[config.mk]
export PLATFORM = sky130hd
export DESIGN_NAME = cepv_core
export DESIGN_NICKNAME = d
export VERILOG_FILES = /design/src/design/cepv_pkg.sv /design/src/design/cepv_core.sv /design/src/design/cepv_prio_enc.sv
export SDC_FILE = /design/constraint.sdc
export NUM_CORES = 1
export LEC_CHECK = 0
export ABC_AREA = 1
export BUFFER_PORTS_ARGS = -buffer_cell sky130_fd_sc_hd__buf_2
export CAP_MARGIN = 25
export CORE_MARGIN = 10
export CORE_UTILIZATION = 40
export DETAILED_ROUTE_END_ITERATION = 10
export GPL_TIMING_DRIVEN = 0
export PLACE_DENSITY_LB_ADDON = 0.2
export SLEW_MARGIN = 15
export SYNTH_ARGS = -nofsm -noshare
export SYNTH_HDL_FRONTEND = slang
export SYNTH_HIERARCHICAL = 1
export SYNTH_SLANG_ARGS = --single-unit
[constraint.sdc]
create_clock -name I_CLOCK -period 12.43 [get_ports I_CLOCK]
set_input_delay 2.486 -clock I_CLOCK [delete_from_list [all_inputs] [get_ports I_CLOCK]]
set_output_delay 2.486 -clock I_CLOCK [all_outputs]
set_load 0.005 [all_outputs]
[src/design/cepv_pkg.sv]
// Constants for the CPU event priority and vectoring block.
// Assumes a 32-bit program counter and an AXI4-Lite register port.
package cepv_pkg;
  // Event table shape
  localparam int EVT_N = 28;
  localparam int IDX_W = 5;
  localparam int AUTOVEC_W = 14;
  localparam int ADDR_W = 8;
  localparam logic [31:0] RESET_VEC = 32'h8000_0000;
  localparam logic [31:0] SCALL_STEP = 32'h0000_0002;

  // Priorities with special handling
  localparam logic [IDX_W-1:0] P_RESET = 5'h01;
  localparam logic [IDX_W-1:0] P_DBG = 5'h02;
  localparam logic [IDX_W-1:0] P_BED = 5'h05;
  localparam logic [IDX_W-1:0] P_BEI = 5'h06;
  localparam logic [IDX_W-1:0] P_NMI = 5'h07;
  localparam logic [IDX_W-1:0] P_INT3 = 5'h08;
  localparam logic [IDX_W-1:0] P_INT0 = 5'h0b;
  localparam logic [IDX_W-1:0] P_SCALL = 5'h15;

  // Bit i stands for priority i+1; reset and absent units are no request lines
  localparam logic [EVT_N-1:0] EVT_NONSRC = 28'h80c0001;

  // Status mask bits
  localparam int SR_W = 6;
  localparam int SR_GM = 0;
  localparam int SR_EM = 1;
  localparam int SR_I0M = 2;
  localparam int SR_I3M = 5;
  localparam logic [SR_W-1:0] SR_MASK_RST = 6'h3f;

  // Sticky event status bits
  localparam int ST_W = 3;
  localparam int ST_EXC = 0;
  localparam int ST_INT = 1;
  localparam int ST_DBG = 2;

  // Register byte offsets
  localparam logic [ADDR_W-1:0] REG_EVENT_VECTOR_BASE = 8'h00;
  localparam logic [ADDR_W-1:0] REG_SRMASK = 8'h04;
  localparam logic [ADDR_W-1:0] REG_HANDLER = 8'h08;
  localparam logic [ADDR_W-1:0] REG_RETADDR = 8'h0c;
  localparam logic [ADDR_W-1:0] REG_PRIO = 8'h10;
  localparam logic [ADDR_W-1:0] REG_IRQ_STS = 8'h14;
  localparam logic [ADDR_W-1:0] REG_IRQ_MSK = 8'h18;
  localparam logic [1:0] RESP_OKAY = 2'h0;
  localparam logic [1:0] RESP_SLVERR = 2'h2;

  typedef enum logic [1:0] {
    CEPV_RET_UNDEF = 2'b00,
    CEPV_RET_OFFEND = 2'b01,
    CEPV_RET_FIRST = 2'b10,
    CEPV_RET_SCALL = 2'b11
  } cepv_ret_t;

  // Handler offset from the vector base, by priority
  function automatic logic [8:0] cepv_offset(input logic [IDX_W-1:0] prio);
    case (prio)
      5'h03: cepv_offset = 9'h000;
      5'h04: cepv_offset = 9'h004;
      5'h05: cepv_offset = 9'h008;
      5'h06: cepv_offset = 9'h00c;
      5'h07: cepv_offset = 9'h010;
      5'h0c: cepv_offset = 9'h014;
      5'h0d: cepv_offset = 9'h050;
      5'h0e: cepv_offset = 9'h018;
      5'h0f: cepv_offset = 9'h01c;
      5'h10: cepv_offset = 9'h020;
      5'h11: cepv_offset = 9'h024;
      5'h12: cepv_offset = 9'h028;
      5'h13: cepv_offset = 9'h02c;
      5'h14: cepv_offset = 9'h030;
      5'h15: cepv_offset = 9'h100;
      5'h16: cepv_offset = 9'h034;
      5'h17: cepv_offset = 9'h038;
      5'h18: cepv_offset = 9'h060;
      5'h19: cepv_offset = 9'h070;
      5'h1a: cepv_offset = 9'h03c;
      5'h1b: cepv_offset = 9'h040;
      5'h1c: cepv_offset = 9'h044;
      default: cepv_offset = 9'h000;
    endcase
  endfunction

  // Which return address an event stores
  function automatic cepv_ret_t cepv_ret_kind(input logic [IDX_W-1:0] prio);
    case (prio)
      5'h02, 5'h05, 5'h06, 5'h07, 5'h08, 5'h09, 5'h0a, 5'h0b, 5'h0f:
        cepv_ret_kind = CEPV_RET_FIRST;
      5'h15: cepv_ret_kind = CEPV_RET_SCALL;
      5'h01: cepv_ret_kind = CEPV_RET_UNDEF;
      default: cepv_ret_kind = CEPV_RET_OFFEND;
    endcase
  endfunction
endpackage

[src/design/cepv_core.sv]
// CPU event arbitration and vectoring with an AXI4-Lite register port.
// Assumes event lines, program counters and autovector come from logic on I_CLOCK
// and stay pending until this block reports them taken.
//
// Function
// RL1 - Fixed 28-level ranking; reset first at fixed vector, NMI and scall off base.
// RL2 - Debug halt ranks second and uses the handler address the debug unit gives.
// RL3 - Data-fetch bus error at priority five, vector base plus eight.
// RL4 - Instruction-fetch bus error at priority six, vector base plus twelve.
// RL5 - Faults save the program counter of the offending instruction.
// RL6 - Interrupts, NMI, bus errors, breakpoints, debug save first unfinished; interrupts autovectored.
// RL7 - Taking an event masks equal and lower sources; critical events stay unmaskable; taking debug halt here leaves the mask unchanged.
// RL8 - Interrupt controller supplies a 14-bit autovector added to the vector base.
// RL9 - Events of the oldest pipeline instruction go first, whatever their rank.
// RL10 - Floating-point, coprocessor-absent and page-modified events are never raised.
//
// Implementation choices: the register addresses and the AXI4-Lite register port.
`timescale 1ns/1ps
module cepv_core
  import cepv_pkg::*;
(
  input wire logic I_CLOCK,
  input wire logic I_SYS_RST,
  input wire logic [EVT_N-1:0] I_EVT_OLD,
  input wire logic [EVT_N-1:0] I_EVT_YOUNG,
  input wire logic [31:0] I_PC_OLD,
  input wire logic [31:0] I_PC_YOUNG,
  input wire logic [31:0] I_DBG_HANDLER,
  input wire logic [AUTOVEC_W-1:0] I_AUTOVEC,
  output logic O_TAKE,
  output logic [IDX_W-1:0] O_PRIO,
  output logic [31:0] O_HANDLER,
  output logic [31:0] O_RET_ADDR,
  output logic O_TAKEN_OLD,
  output logic [SR_W-1:0] O_SR_MASK,
  output logic O_IRQ,
  input wire logic [ADDR_W-1:0] I_AWADDR,
  input wire logic I_AWVALID,
  output logic O_AWREADY,
  input wire logic [31:0] I_WDATA,
  input wire logic [3:0] I_WSTRB,
  input wire logic I_WVALID,
  output logic O_WREADY,
  output logic [1:0] O_BRESP,
  output logic O_BVALID,
  input wire logic I_BREADY,
  input wire logic [ADDR_W-1:0] I_ARADDR,
  input wire logic I_ARVALID,
  output logic O_ARREADY,
  output logic [31:0] O_RDATA,
  output logic [1:0] O_RRESP,
  output logic O_RVALID,
  input wire logic I_RREADY
);
  typedef struct packed {
    logic [31:0] event_vector_base;
    logic [SR_W-1:0] sr_mask;
    logic [ST_W-1:0] irq_sts;
    logic [ST_W-1:0] irq_msk;
    logic irq;
    logic boot;
    logic take;
    logic [IDX_W-1:0] prio;
    logic [31:0] handler;
    logic [31:0] ret;
    logic taken_old;
    logic aw_got;
    logic [ADDR_W-1:0] awaddr;
    logic w_got;
    logic [31:0] wdata;
    logic [3:0] wstrb;
    logic awready;
    logic wready;
    logic bvalid;
    logic [1:0] bresp;
    logic arready;
    logic rvalid;
    logic [31:0] rdata;
    logic [1:0] rresp;
  } cepv_state_t;

  localparam cepv_state_t ST_RST = '{
    sr_mask: SR_MASK_RST, boot: 1'b1, awready: 1'b1, wready: 1'b1, arready: 1'b1,
    default: '0
  };

  cepv_state_t st;
  cepv_state_t nx;
  logic [EVT_N-1:0] enable;
  logic [EVT_N-1:0] eff_old;
  logic [EVT_N-1:0] eff_young;
  logic old_hit;
  logic young_hit;
  logic [IDX_W-1:0] old_idx;
  logic [IDX_W-1:0] young_idx;
  logic [IDX_W-1:0] sel_prio;
  logic [31:0] sel_pc;

  // Sources that may be taken now; unused slots and masked levels drop out
  always_comb begin
    enable = ~EVT_NONSRC; // RL10
    for (int n = 0; n < 4; n++) begin
      // Level n sits at priority eleven minus n
      if (st.sr_mask[SR_GM] || st.sr_mask[SR_I0M + n]) begin
        enable[int'(P_INT0) - 1 - n] = 1'b0; // RL7
      end
    end
    eff_old = I_EVT_OLD & enable;
    eff_young = I_EVT_YOUNG & enable;
  end

  // One encoder per pipeline stage
  cepv_prio_enc #(.N(EVT_N), .W(IDX_W)) u_enc_old (
    .i_req(eff_old),
    .o_found(old_hit),
    .o_index(old_idx)
  );

  cepv_prio_enc #(.N(EVT_N), .W(IDX_W)) u_enc_young (
    .i_req(eff_young),
    .o_found(young_hit),
    .o_index(young_idx)
  );

  // The older instruction wins even against a higher young event
  always_comb begin
    if (old_hit) begin
      sel_prio = old_idx + 5'h01; // RL9
      sel_pc = I_PC_OLD;
    end else begin
      sel_prio = young_idx + 5'h01;
      sel_pc = I_PC_YOUNG;
    end
  end

  // Byte-lane merge for register writes
  function automatic logic [31:0] merge(input logic [31:0] old, input logic [31:0] data,
                                        input logic [3:0] strb);
    logic [31:0] res;
    res = old;
    for (int b = 0; b < 4; b++) begin
      if (strb[b]) begin
        res[b*8 +: 8] = data[b*8 +: 8];
      end
    end
    return res;
  endfunction

  // Whole next state: bus slave, register file, arbitration
  always_comb begin
    logic [ADDR_W-1:0] ra;
    logic [ST_W-1:0] st_set;
    logic [ST_W-1:0] st_clr;
    nx = st;
    ra = I_ARADDR;
    st_set = '0;
    st_clr = '0;
    nx.take = 1'b0;

    // Write address and data in either order
    if (I_AWVALID && st.awready) begin
      nx.aw_got = 1'b1;
      nx.awaddr = I_AWADDR;
    end
    if (I_WVALID && st.wready) begin
      nx.w_got = 1'b1;
      nx.wdata = I_WDATA;
      nx.wstrb = I_WSTRB;
    end
    if (st.bvalid && I_BREADY) begin
      nx.bvalid = 1'b0;
    end
    if (st.aw_got && st.w_got && !st.bvalid) begin
      nx.aw_got = 1'b0;
      nx.w_got = 1'b0;
      nx.bvalid = 1'b1;
      nx.bresp = RESP_OKAY;
      case ({st.awaddr[ADDR_W-1:2], 2'b00})
        REG_EVENT_VECTOR_BASE: nx.event_vector_base = merge(st.event_vector_base, st.wdata, st.wstrb) & ~32'h3;
        REG_SRMASK: begin
          if (st.wstrb[0]) begin
            nx.sr_mask = st.wdata[SR_W-1:0];
          end
        end
        REG_IRQ_STS: begin
          if (st.wstrb[0]) begin
            st_clr = st.wdata[ST_W-1:0];
          end
        end
        REG_IRQ_MSK: begin
          if (st.wstrb[0]) begin
            nx.irq_msk = st.wdata[ST_W-1:0];
          end
        end
        REG_HANDLER, REG_RETADDR, REG_PRIO: nx.bresp = RESP_OKAY;
        default: nx.bresp = RESP_SLVERR;
      endcase
    end

    // Read channel: one read in flight
    if (st.rvalid && I_RREADY) begin
      nx.rvalid = 1'b0;
    end
    if (I_ARVALID && st.arready) begin
      nx.rvalid = 1'b1;
      nx.rresp = RESP_OKAY;
      case ({ra[ADDR_W-1:2], 2'b00})
        REG_EVENT_VECTOR_BASE: nx.rdata = st.event_vector_base;
        REG_SRMASK: nx.rdata = 32'(st.sr_mask);
        REG_HANDLER: nx.rdata = st.handler;
        REG_RETADDR: nx.rdata = st.ret;
        REG_PRIO: nx.rdata = 32'(st.prio);
        REG_IRQ_STS: nx.rdata = 32'(st.irq_sts);
        REG_IRQ_MSK: nx.rdata = 32'(st.irq_msk);
        default: begin
          nx.rdata = '0;
          nx.rresp = RESP_SLVERR;
        end
      endcase
    end

    // Event acceptance; requests seen during the reset slot wait a cycle
    if (st.boot) begin
      nx.boot = 1'b0;
      nx.take = 1'b1;
      nx.prio = P_RESET; // RL1
      nx.handler = RESET_VEC; // RL1
      nx.ret = '0;
      nx.taken_old = 1'b1;
      nx.sr_mask = SR_MASK_RST;
    end else if (old_hit || young_hit) begin
      nx.take = 1'b1;
      nx.prio = sel_prio;
      nx.taken_old = old_hit;
      if (sel_prio == P_DBG) begin
        nx.handler = I_DBG_HANDLER; // RL2
        st_set[ST_DBG] = 1'b1;
      end else if (sel_prio >= P_INT3 && sel_prio <= P_INT0) begin
        nx.handler = st.event_vector_base + 32'(I_AUTOVEC); // RL6 RL8
        st_set[ST_INT] = 1'b1;
        for (int n = 0; n < 4; n++) begin
          // Same and lower levels masked; NMI and faults stay live
          // Level n sits at priority eleven minus n, so lower levels have larger numbers
          if (int'(sel_prio) <= int'(P_INT0) - n) begin
            nx.sr_mask[SR_I0M + n] = 1'b1; // RL7
          end
        end
      end else begin
        nx.handler = st.event_vector_base + 32'(cepv_offset(sel_prio)); // RL1 RL3 RL4
        if (sel_prio != P_SCALL) begin
          st_set[ST_EXC] = 1'b1;
          nx.sr_mask = SR_MASK_RST; // RL7
        end
      end
      case (cepv_ret_kind(sel_prio))
        CEPV_RET_OFFEND: nx.ret = sel_pc; // RL5
        CEPV_RET_FIRST: nx.ret = I_PC_OLD; // RL6
        CEPV_RET_SCALL: nx.ret = sel_pc + SCALL_STEP;
        default: nx.ret = '0;
      endcase
    end

    // Set beats a same-cycle write-one clear
    nx.irq_sts = (st.irq_sts & ~st_clr) | st_set;
    nx.irq = |(nx.irq_sts & nx.irq_msk);
    nx.awready = !nx.aw_got && !nx.bvalid;
    nx.wready = !nx.w_got && !nx.bvalid;
    nx.arready = !nx.rvalid;
  end

  // State register; reset loads constants only
  always_ff @(posedge I_CLOCK or posedge I_SYS_RST) begin
    if (I_SYS_RST) begin
      st <= ST_RST;
    end else begin
      st <= nx;
    end
  end

  // Every output is a state bit
  assign O_TAKE = st.take;
  assign O_PRIO = st.prio;
  assign O_HANDLER = st.handler;
  assign O_RET_ADDR = st.ret;
  assign O_TAKEN_OLD = st.taken_old;
  assign O_SR_MASK = st.sr_mask;
  assign O_IRQ = st.irq;
  assign O_AWREADY = st.awready;
  assign O_WREADY = st.wready;
  assign O_BRESP = st.bresp;
  assign O_BVALID = st.bvalid;
  assign O_ARREADY = st.arready;
  assign O_RDATA = st.rdata;
  assign O_RRESP = st.rresp;
  assign O_RVALID = st.rvalid;
endmodule

[src/design/cepv_prio_enc.sv]
// Fixed priority encoder: lowest set bit wins.
// Assumes a combinational request vector on the caller's clock.
`timescale 1ns/1ps
module cepv_prio_enc #(
  parameter int N = 28,
  parameter int W = 5
) (
  input wire logic [N-1:0] i_req,
  output logic o_found,
  output logic [W-1:0] o_index
);
  // Scan from the top down so the lowest index is kept last
  always_comb begin
    o_found = |i_req;
    o_index = '0;
    for (int i = N - 1; i >= 0; i--) begin
      if (i_req[i]) begin
        o_index = W'(i);
      end
    end
  end
endmodule

### After elaboration in Yosys (flattened, before gate mapping)

Memories as Yosys holds them, arrays and structs flattened.
Index checks and enable logic that the tools add are counted.

* memories: 2
* flip-flop bits (word level): 202
* output and inout bits: 119
* logic and storage cells: 205
* input bits: 225
* memory bits (read-only): 256

* reduce and logical (&&, ||, !) cells: 32
* eq/ne operators: 17
* magnitude comparators: 6
* multiplexer cells: 110
* bitwise logic cells: 6
* add/subtract/negate cells: 5

Memory list
* (no name shown): depth 32, width 6, read ports 1, clocked after Yosys merged registers in 0, write ports 0, RTL line cepv_pkg.sv:59 `case (prio)`
* (no name shown): depth 32, width 2, read ports 1, clocked after Yosys merged registers in 0, write ports 0, RTL line cepv_pkg.sv:88 `case (prio)`

Operator list (number)
* two-way mux 5 bit: 57
* one-hot mux 32 bit (7 select lines): 1
* two-way mux 71 bit: 2
* two-way mux 32 bit: 3
* one-hot mux 32 bit (3 select lines): 1
* bitwise AND 28 x 27 -> 28 bit: 2
* OR reduction 28 bit: 2
* two-way mux 9 bit: 5
* two-way mux 6 bit: 7
* two-way mux 37 bit: 1
* equality test 6 x 3 -> 1 bit, second input constant: 6
* two-way mux 35 bit: 1
* adder 32 x 14 -> 32 bit: 1
* adder 32 x 2 -> 32 bit, second input constant: 1
* adder 32 x 9 -> 32 bit: 1
* two-way mux 3 bit: 9
* less-or-equal comparator 5 x 4 -> 1 bit, second input constant: 5
* equality test 6 x 2 -> 1 bit, second input constant: 4
* two-way mux 1 bit: 16
* OR reduction 7 bit: 2
* equality test 6 x 1 -> 1 bit, second input constant: 2
* logical NOT 6 bit: 2
* two-way mux 2 bit: 6
* AND reduction 3 bit: 4
* other kinds (15): 35

### Depth between registers and ports, before layout

Gate-level depths: netlist (run 1).

* depth after elaboration: 44
* depth in mapped cells: 54
* depth with buffers taken out: 54

### By module

Netlist (run 1), hierarchy kept.

Modules (own cells, without submodules)
* cepv_core: area each 13536.7 µm², times used 1, cells each 1973
* cepv_prio_enc: area each 397.9 µm², times used 2, cells each 95

### Worst setup path after synthesis (run 1)

OpenSTA, ideal clock, no wires.

* path kind: input port to flip-flop
* start: input port I_EVT_OLD[25]
* end: register st, in the netlist O_HANDLER[20]
* library setup time: 0.123 ns
* stages: 50
* path slack: 5.593 ns
* path buffers: 0
* data arrival time: 6.714 ns
* cells stage by stage: inv_2 nand2_1 nand2_1 nand2_1 nand2_1 nand2_1 nand2_1 nand2_1 nand2_1 nand2_1 nand2_1 nand2_1 nand2_1 nand2_1 nand2_1 nand2_1 nand2_1 nand2_1 (+14 left out) nand2_2 nand2_2 nor2_2 nand3_1 nand2_2 inv_2 nand2_1 o21ai_0 ha_1 fa_1 nand2_1 o21ai_0 a21boi_0 o21ai_0 nand2_1 xor2_1 o21ai_0 nand2_1

* longest elaborated chain between the ends: 39
* elaborated cells between the ends (all ways): 46
* those cells by class: add/sub (2); order compare (2); eq/ne (1); mux (35); bitwise (1); reduce/logical (4); memory (1)

Ends and longest elaborated chain
* start, declared: RTL line cepv_core.sv:24 `input wire logic [EVT_N-1:0] I_EVT_OLD,`
* bitwise AND 28 x 27 -> 28 bit (*): RTL line cepv_core.sv:108 `eff_old = I_EVT_OLD & enable;`
* two-way mux 5 bit (*) (26 in a row): RTL line cepv_prio_enc.sv:17 `if (i_req[i]) begin`
* via old_idx[0]: RTL line cepv_core.sv:94 `logic [IDX_W-1:0] old_idx;`
* adder 5 x 1 -> 5 bit (*): RTL line cepv_core.sv:128 `sel_prio = old_idx + 5'h01;`
* two-way mux 5 bit (*): RTL line cepv_core.sv:127 `if (old_hit) begin`
* memory (32 x 6 bit)
* two-way mux 9 bit: RTL line cepv_core.sv:238 `end else if (sel_prio >= P_INT3 && sel_prio <= P_INT0) begin`
* two-way mux 9 bit: RTL line cepv_core.sv:235 `if (sel_prio == P_DBG) begin`
* two-way mux 9 bit: RTL line cepv_core.sv:231 `end else if (old_hit || young_hit) begin`
* two-way mux 9 bit: RTL line cepv_core.sv:223 `if (st.boot) begin`
* adder 32 x 9 -> 32 bit: RTL line cepv_core.sv:249 `nx.handler = st.event_vector_base + 32'(cepv_offset(sel_prio));`
* two-way mux 32 bit: RTL line cepv_core.sv:238
* two-way mux 32 bit (*): RTL line cepv_core.sv:235
* two-way mux 71 bit (*): RTL line cepv_core.sv:231
* two-way mux 71 bit (*): RTL line cepv_core.sv:223
* end signal, assigned: RTL line cepv_core.sv:276 `st <= nx;`
* end, declared: RTL line cepv_core.sv:87 `cepv_state_t st;`

Mark *: on every way through the listed nets, which the timed path passes. The rest lies on a longest branch. The select of a mux whose other input is x is not followed.
A chain may end at the register's enable or synchronous reset.

### Worst setup path after layout (run 1)

* start: input port I_EVT_YOUNG[25]
* end: register st, in the netlist O_HANDLER[20]

* longest elaborated chain between the ends: 39
* elaborated cells between the ends (all ways): 46
* those cells by class: add/sub (2); order compare (2); eq/ne (1); mux (35); bitwise (1); reduce/logical (4); memory (1)

Ends and longest elaborated chain
* start, declared: RTL line cepv_core.sv:25 `input wire logic [EVT_N-1:0] I_EVT_YOUNG,`
* bitwise AND 28 x 27 -> 28 bit (*): RTL line cepv_core.sv:109 `eff_young = I_EVT_YOUNG & enable;`
* two-way mux 5 bit (*) (26 in a row): RTL line cepv_prio_enc.sv:17
* via young_idx[0]: RTL line cepv_core.sv:95 `logic [IDX_W-1:0] young_idx;`
* adder 5 x 1 -> 5 bit (*): RTL line cepv_core.sv:131 `sel_prio = young_idx + 5'h01;`
* two-way mux 5 bit (*): RTL line cepv_core.sv:127
* memory (32 x 6 bit)
* two-way mux 9 bit: RTL line cepv_core.sv:238
* two-way mux 9 bit: RTL line cepv_core.sv:235
* two-way mux 9 bit: RTL line cepv_core.sv:231
* two-way mux 9 bit: RTL line cepv_core.sv:223
* adder 32 x 9 -> 32 bit: RTL line cepv_core.sv:249
* two-way mux 32 bit: RTL line cepv_core.sv:238
* two-way mux 32 bit (*): RTL line cepv_core.sv:235
* two-way mux 71 bit (*): RTL line cepv_core.sv:231
* two-way mux 71 bit (*): RTL line cepv_core.sv:223

Marks and branches as above.

==> results.py, run 1 <==
metrics = {
    "run_status": {
        "status": "completed",
    },
    "critical_path": {
        "crit_path_start_kind": "input port",
        "critical-path-top-delay-family": "simple AND/OR/NAND/NOR gates",
        "worstReg2RegStart": "O_SR_MASK[0]",
        "crit_type": "in2reg",
        "critPathMaxFanout": 9,
        "worst_path_max_delay_cell": "o21ai_0",
        "timing.critical_path.from": "I_EVT_YOUNG[25]",
        "crit_required_ps": 12780,
        "critical_path.max_stage_delay_ps": 560,
        "endpoint_kind": "flip-flop",
        "crit_top_cell": "nand2_1",
        "worst-path-buf-inv": 5,
        "crit_arrival_ps": 8470,
    },
    "power_and_ir_drop": {
        "power_density_nw_per_um2": 113.0,
        "leakage_nw": 9.281,
        "peakVddDrop_v": 0.00009449,
    },
    "yosys": {
        "yosysTopAreaCellShare_pct": 32.82,
        "synth_most_common_cell": "nand2_1",
        "synth_top_flop_cell": "dfrtp_1",
        "avgSynthCellArea_um2": 6.626,
        "ys_seq_area_share_pct": 34.66,
        "ys_ff_latch": 198,
        "synth-edff-count": 0,
        "netlist_top_cells_count": "709 x nand2_1, 245 x inv_1, 188 x dfrtp_1",
        "synth_area_leaders": "dfrtp_1 33%, nand2_1 19%, inv_1 6.4%",
        "synth_area_leader_cell": "dfrtp_1",
        "yosys.cell_types.count": 53,
        "syn-cell-area_um2": 14330,
        "ys_async_sr_fraction_pct": 100.0,
        "synth_warnings": 6,
        "synth_cells": 2163,
    },
    "final_layout": {
        "drive_gt1_share_pct": 22.86,
        "register_area_um2": 4967,
        "num-fill-cells": 3723,
        "fin_nets": 2778,
        "stdcell_count": 3008,
        "syn2layout_area_growth_pct": 20.59,
        "multi_input_area_um2": 7173,
    },
    "placement": {
        "hpwl_um": 48470,
        "dp.cells": 2975,
        "port_buffers": 329,
        "place.gp.congestion": 0.9763,
    },
    "cts": {
        "cts_setup_buffers": 0,
        "clock-root-buffer": "clkbuf_16",
        "worstSkewPairLatency_ps": 460,
        "cts_tree": "done",
        "clock_sinks": 198,
        "cts_resized": 0,
        "cts.path.max_buffers": 2,
        "htree_levels": 4,
        "hold_buffers": 0,
        "clk_pin_slew_ps": 80,
        "cts_buffers": 17,
    },
    "detailed_routing": {
        "dr_total_vias": 15320,
        "drt_first_pass_iters": 5,
        "drtIter0Drc": 1294,
        "wl_um": 59190,
        "viasPerCell": 5.093,
        "drc_errors": 0,
        "wire_per_inst_um": 19.68,
        "ant_nets": 0,
    },
    "job": {
        "cap_violations": 0,
    },
    "sta": {
        "period_share_pct": 65.38,
        "drv_slew": 0,
        "fin_tns_setup_ps": 0,
        "relSlewSlack_pct": 25.64,
        "finClkSkew_ps": 12.40,
        "hold_viol_final": 0,
        "min_period_ps": 8126,
        "max_freq_mhz": 123.1,
        "worst_pin_slew_ps": 1105,
        "rsz0062_at_grt": "no",
        "setup_violations": 0,
    },
    "floorplan": {
        "die_y_um": 209.3,
        "die_area_um2": 43800,
        "core_area_um2": 35480,
        "io_pins": 344,
        "start_util_pct": 40.39,
        "die_w_um": 209.3,
        "rows": 69,
    },
    "worst_hold_path": {
        "hp-class": "reg2reg",
        "min-delay-start": "O_RVALID",
    },
    "global_route": {
        "grt_pass1_wl_um": 90530,
        "grt_util_all_layers_pct": 26.37,
        "grt_pass1_vias": 15490,
        "gr-total-overflow": 0,
        "grt_max_degree": 83,
        "antenna_found_initial": 1,
    },
}
## cell families after synthesis
| kind of cell | share of synthesized area, % |
|---|---|
| simple gates | 34.00 |
| buf+inv | 15.82 |
| compound gates | 11.99 |
| flops | 34.66 |
| xor+xnor | 1.711 |
| fa+ha+maj | 1.798 |
| other cells | 0.02616 |
## per-stage QoR
step                util (%)  hold slack (ps)  instance area (um2)  setup slack (ps)  power, mW
detailed placement     47.05            436.3                16690              4068      1.388
floorplan                  -            425.7                14410              4563      1.162
global route           48.71            455.7                17280              3772      2.065
CTS                    48.70            445.8                17280              4525      1.956
global placement       46.87            421.6                16630              2202      1.376
finish                 48.71            438.9                17280              4304      1.953
## worst paths after layout
path / endpoint / slack (ps) / depth (start not counted)
max: O_HANDLER[20] / 4300 / 50
min reg2reg: O_ARREADY / 440 / 1
min: O_ARREADY / 440 / 1
max in group asynchronous: O_WREADY / 9610 / 3
min in group asynchronous: st[54] / 2020 / 2
max reg2reg: O_HANDLER[20] / 5900 / 31
## cell type report
class                      instances  share of cell area [%]
antenna                            1                 0.01448
buffer                           185                   7.210
clock buffer                      19                   2.563
clock inverter                    13                  0.8397
timing repair buffer             331                   9.845
inverter                         264                   5.950
multi-input combinational       1536                   41.50
sequential                       198                   28.74
tap                              461                   3.337
## registers in the layout, summed over array words and instances (netlist names)
signal and cells:
O_AWREADY 1, O_PRIO 5, O_RET_ADDR 32, O_TAKEN_OLD 1, O_RVALID 1, O_TAKE 1, O_RRESP 1, O_SR_MASK 6
O_BVALID 1, st 81, O_HANDLER 32, O_ARREADY 1, O_IRQ 1, O_BRESP 1, O_WREADY 1, O_RDATA 32
## where the power goes
group / total, mW / switching, mW / internal (mW)
Sequential: 0.850 / 0.0839 / 0.766
Combinational: 0.530 / 0.337 / 0.193
Clock: 0.573 / 0.269 / 0.304
Total: 1.95 / 0.689 / 1.26
## cell usage in the layout, fill, tap and decap left out, types with 4 or more instances in the layout
cell type / instances
nand2_1: 709
buf_2: 344
inv_1: 244
dfrtp_1: 188
nor2_1: 186
o21ai_0: 168
nand3_1: 156
buf_4: 122
a21oi_1: 48
clkbuf_1: 36
nand4_1: 34
xor2_1: 23
o21ai_1: 22
conb_1: 21
ha_1: 19
nor3_1: 17
clkbuf_16: 17
inv_2: 15
nand2_2: 15
o22ai_1: 15
a221oi_1: 13
nor2_2: 11
dfstp_2: 10
buf_6: 10
o211ai_1: 8
nor3b_1: 8
nand3b_1: 7
nor4_1: 6
xnor2_1: 5
a31oi_1: 4
o31ai_1: 4
a211oi_1: 4
## worst register-to-register path, delay by kind of cell (launching register included)
kind,cells,cell delay (ps)
buf+inv,6,1230
xor+xnor,1,210
fa+ha+maj,3,760
compound gates,5,1500
simple gates,16,2210
flops,1,530
## routing by layer
| metal | GRT usage (%) | routed length (um) | part of all wire, % | vias up |
|---|---|---|---|---|
| met5 | 0 | 0 | 0 | - |
| met4 | 6.773 | 1133 | 1.9 | 0 |
| met3 | 5.895 | 4602 | 7.8 | 63 |
| met2 | 42.20 | 27100 | 46 | 569 |
| met1 | 35.22 | 26350 | 45 | 7189 |
| li1 | - | - | - | 7499 |
(Power assumes the default switching activity.)
==> inputs of run 2 (changes only) <==
- clock period: 12.43 -> 7 ns (I/O delays scaled with it)
==> run 2 against run 1 <==
Compared with the run above:
- clock-buffer cell count is the same
- sequential power is 78% higher
- largest cell class unchanged
- via count increased by 0.40%
- setup slack got worse by 3700 ps
- final cell count barely moved
- sequential share of layout area is 0.052 points lower
- hold slack hardly changed
- first-iteration DRC count down 0.15%
- core utilization is 0.088 points higher
- non-clock buffer count rose by 1
==> results.py, run 2 (synthesized netlist as in run 1, its figures left out) <==
metrics = {
    "floorplan": {
        "start_util_pct": 40.39,
        "rows": 69,
        "io_pins": 344,
        "die_y_um": 209.3,
        "die_area_um2": 43800,
        "die_w_um": 209.3,
        "core_area_um2": 35480,
    },
    "detailed_routing": {
        "viasPerCell": 5.112,
        "dr_total_vias": 15380,
        "drtIter0Drc": 1292,
        "wire_per_inst_um": 19.72,
        "drc_errors": 0,
        "wl_um": 59330,
        "drt_first_pass_iters": 5,
        "ant_nets": 0,
    },
    "final_layout": {
        "design_area_um2": 17320,
        "fin_nets": 2779,
        "layout_common_cells": "709 x nand2_1, 344 x buf_2, 244 x inv_1, 188 x dfrtp_1, 186 x nor2_1",
        "largest_reg_flops": 81,
        "regMostFlops": "st",
        "drive_gt1_share_pct": 23.01,
        "syn2layout_area_growth_pct": 20.81,
        "mostFrequentLayoutCell": "nand2_1",
        "fin_util_pct": 48.80,
    },
    "global_route": {
        "grt_util_all_layers_pct": 26.37,
        "antenna_found_initial": 1,
        "grt_pass1_vias": 15490,
        "grt_max_degree": 83,
        "grt_pass1_wl_um": 90530,
        "gr-total-overflow": 0,
    },
    "placement": {
        "place.gp.congestion": 0.9763,
        "place_ws_ps": -276.5,
        "hpwl_um": 48470,
        "place_area_um2": 16690,
        "port_buffers": 329,
    },
    "cts": {
        "cts_tree": "done",
        "clk_pin_slew_ps": 70,
        "clock_sinks": 198,
        "htree_levels": 4,
        "worstSkewPairLatency_ps": 450,
        "clock-root-buffer": "clkbuf_16",
        "hold_buffers": 0,
        "cts_buffers": 17,
        "cts.path.max_buffers": 2,
    },
    "critical_path": {
        "worst_path_max_delay_cell": "a21oi_1",
        "rr_endpoint": "O_HANDLER[27]",
        "crit_path_start_kind": "input port",
        "crit_arrival_ps": 6780,
        "crit_type": "in2reg",
        "crit_required_ps": 7340,
        "worstReg2RegStart": "O_SR_MASK[0]",
        "endpoint_kind": "flip-flop",
        "critPathMaxFanout": 9,
        "critical_path.max_stage_delay_ps": 480,
        "crit_top_cell": "nand2_1",
        "rrSetupSlack_ps": 1070,
        "rr_worst_depth": 32,
    },
    "sta": {
        "hold_viol_final": 0,
        "drv_slew": 0,
        "max_freq_mhz": 155.2,
        "min_period_ps": 6443,
        "rsz0062_at_grt": "no",
        "setup_slack_ps": 556.6,
        "worst_pin_slew_ps": 1224,
        "period_share_pct": 92.05,
        "finClkSkew_ps": 8.852,
        "setup_violations": 0,
        "relSlewSlack_pct": 17.67,
        "fin_tns_setup_ps": 0,
    },
    "power_and_ir_drop": {
        "leakage_nw": 9.289,
        "power_density_nw_per_um2": 200.4,
        "peakVddDrop_v": 0.0001654,
    },
    "worst_hold_path": {
        "min_path_cells": 1,
        "hp-class": "reg2reg",
        "whs_endpoint": "O_ARREADY",
        "min-delay-start": "O_RVALID",
    },
    "run_status": {
        "status": "completed",
    },
    "job": {
        "cap_violations": 0,
    },
}
-- run 2: changes by cell type in the layout (fill, tap and decap cells not counted), sizes merged --
cell	before	now
buf	481	482
-- run 2: area by class of cell --
| type | count | area [um2] |
|---|---|---|
| antenna | 1 | 2.502 |
| buffer | 185 | 1246 |
| clock buffer | 19 | 442.9 |
| clock inverter | 13 | 145.1 |
| fill | 3721 | 18170 |
| inverter | 264 | 1028 |
| multi-input combinational | 1536 | 7197 |
| sequential | 198 | 4967 |
| tap | 461 | 576.8 |
| timing repair buffer | 332 | 1709 |
-- run 2: how the worst max path moves through the flow --
stage               startpoint             to  slack (ps)  cells after the start
4_1_cts        I_EVT_YOUNG[25]  O_HANDLER[18]         180                     50
6_report       I_EVT_YOUNG[25]  O_HANDLER[27]         560                     51
3_5_place_dp   I_EVT_YOUNG[25]  O_HANDLER[20]        -280                     50
2_1_floorplan        I_SYS_RST     O_BRESP[1]         220                      1
3_3_place_gp         I_SYS_RST         st[85]       -2140                      2
5_1_grt          I_EVT_OLD[25]  O_HANDLER[27]          20                     51
-- run 2: critical path, delay by kind of cell --
| kind | cells | cell delay [ps] |
|---|---|---|
| compound gates | 5 | 1220 |
| fa+ha+maj | 2 | 690 |
| buf+inv | 4 | 380 |
| simple gates | 40 | 3090 |
-- run 2: repair_timing --
item,CTS,global route
setup endpoints to repair,0,14
resized for setup,0,12
setup buffers,0,1
-- run 2: report_power, final --
| part | switching (mW) | total (mW) | internal [mW] | leakage (nW) |
|---|---|---|---|---|
| clock network | 0.476 | 1.02 | 0.540 | 0.280 |
| logic | 0.599 | 0.944 | 0.345 | 6.42 |
| registers | 0.149 | 1.51 | 1.36 | 2.59 |
| total | 1.22 | 3.47 | 2.25 | 9.29 |
-- run 2: metrics by stage --
stage / cells / hold slack (ps) / total power, mW
floorplan: 2183 / 425.7 / 2.063
finish: 3009 / 438.6 / 3.470
CTS: 3007 / 445.8 / 3.473
detailed placement: 2975 / 436.3 / 2.465
global placement: 2973 / 421.6 / 2.444
global route: 3009 / 455.7 / 3.670
-- run 2: metal layers --
layer  vias up  wire length, um  track usage [%]
met3        71             4527            5.895
met5         -                0                0
met4         0             1268            6.773
met2       585            27040            42.20
li1       7495                -                -
met1      7231            26490            35.22
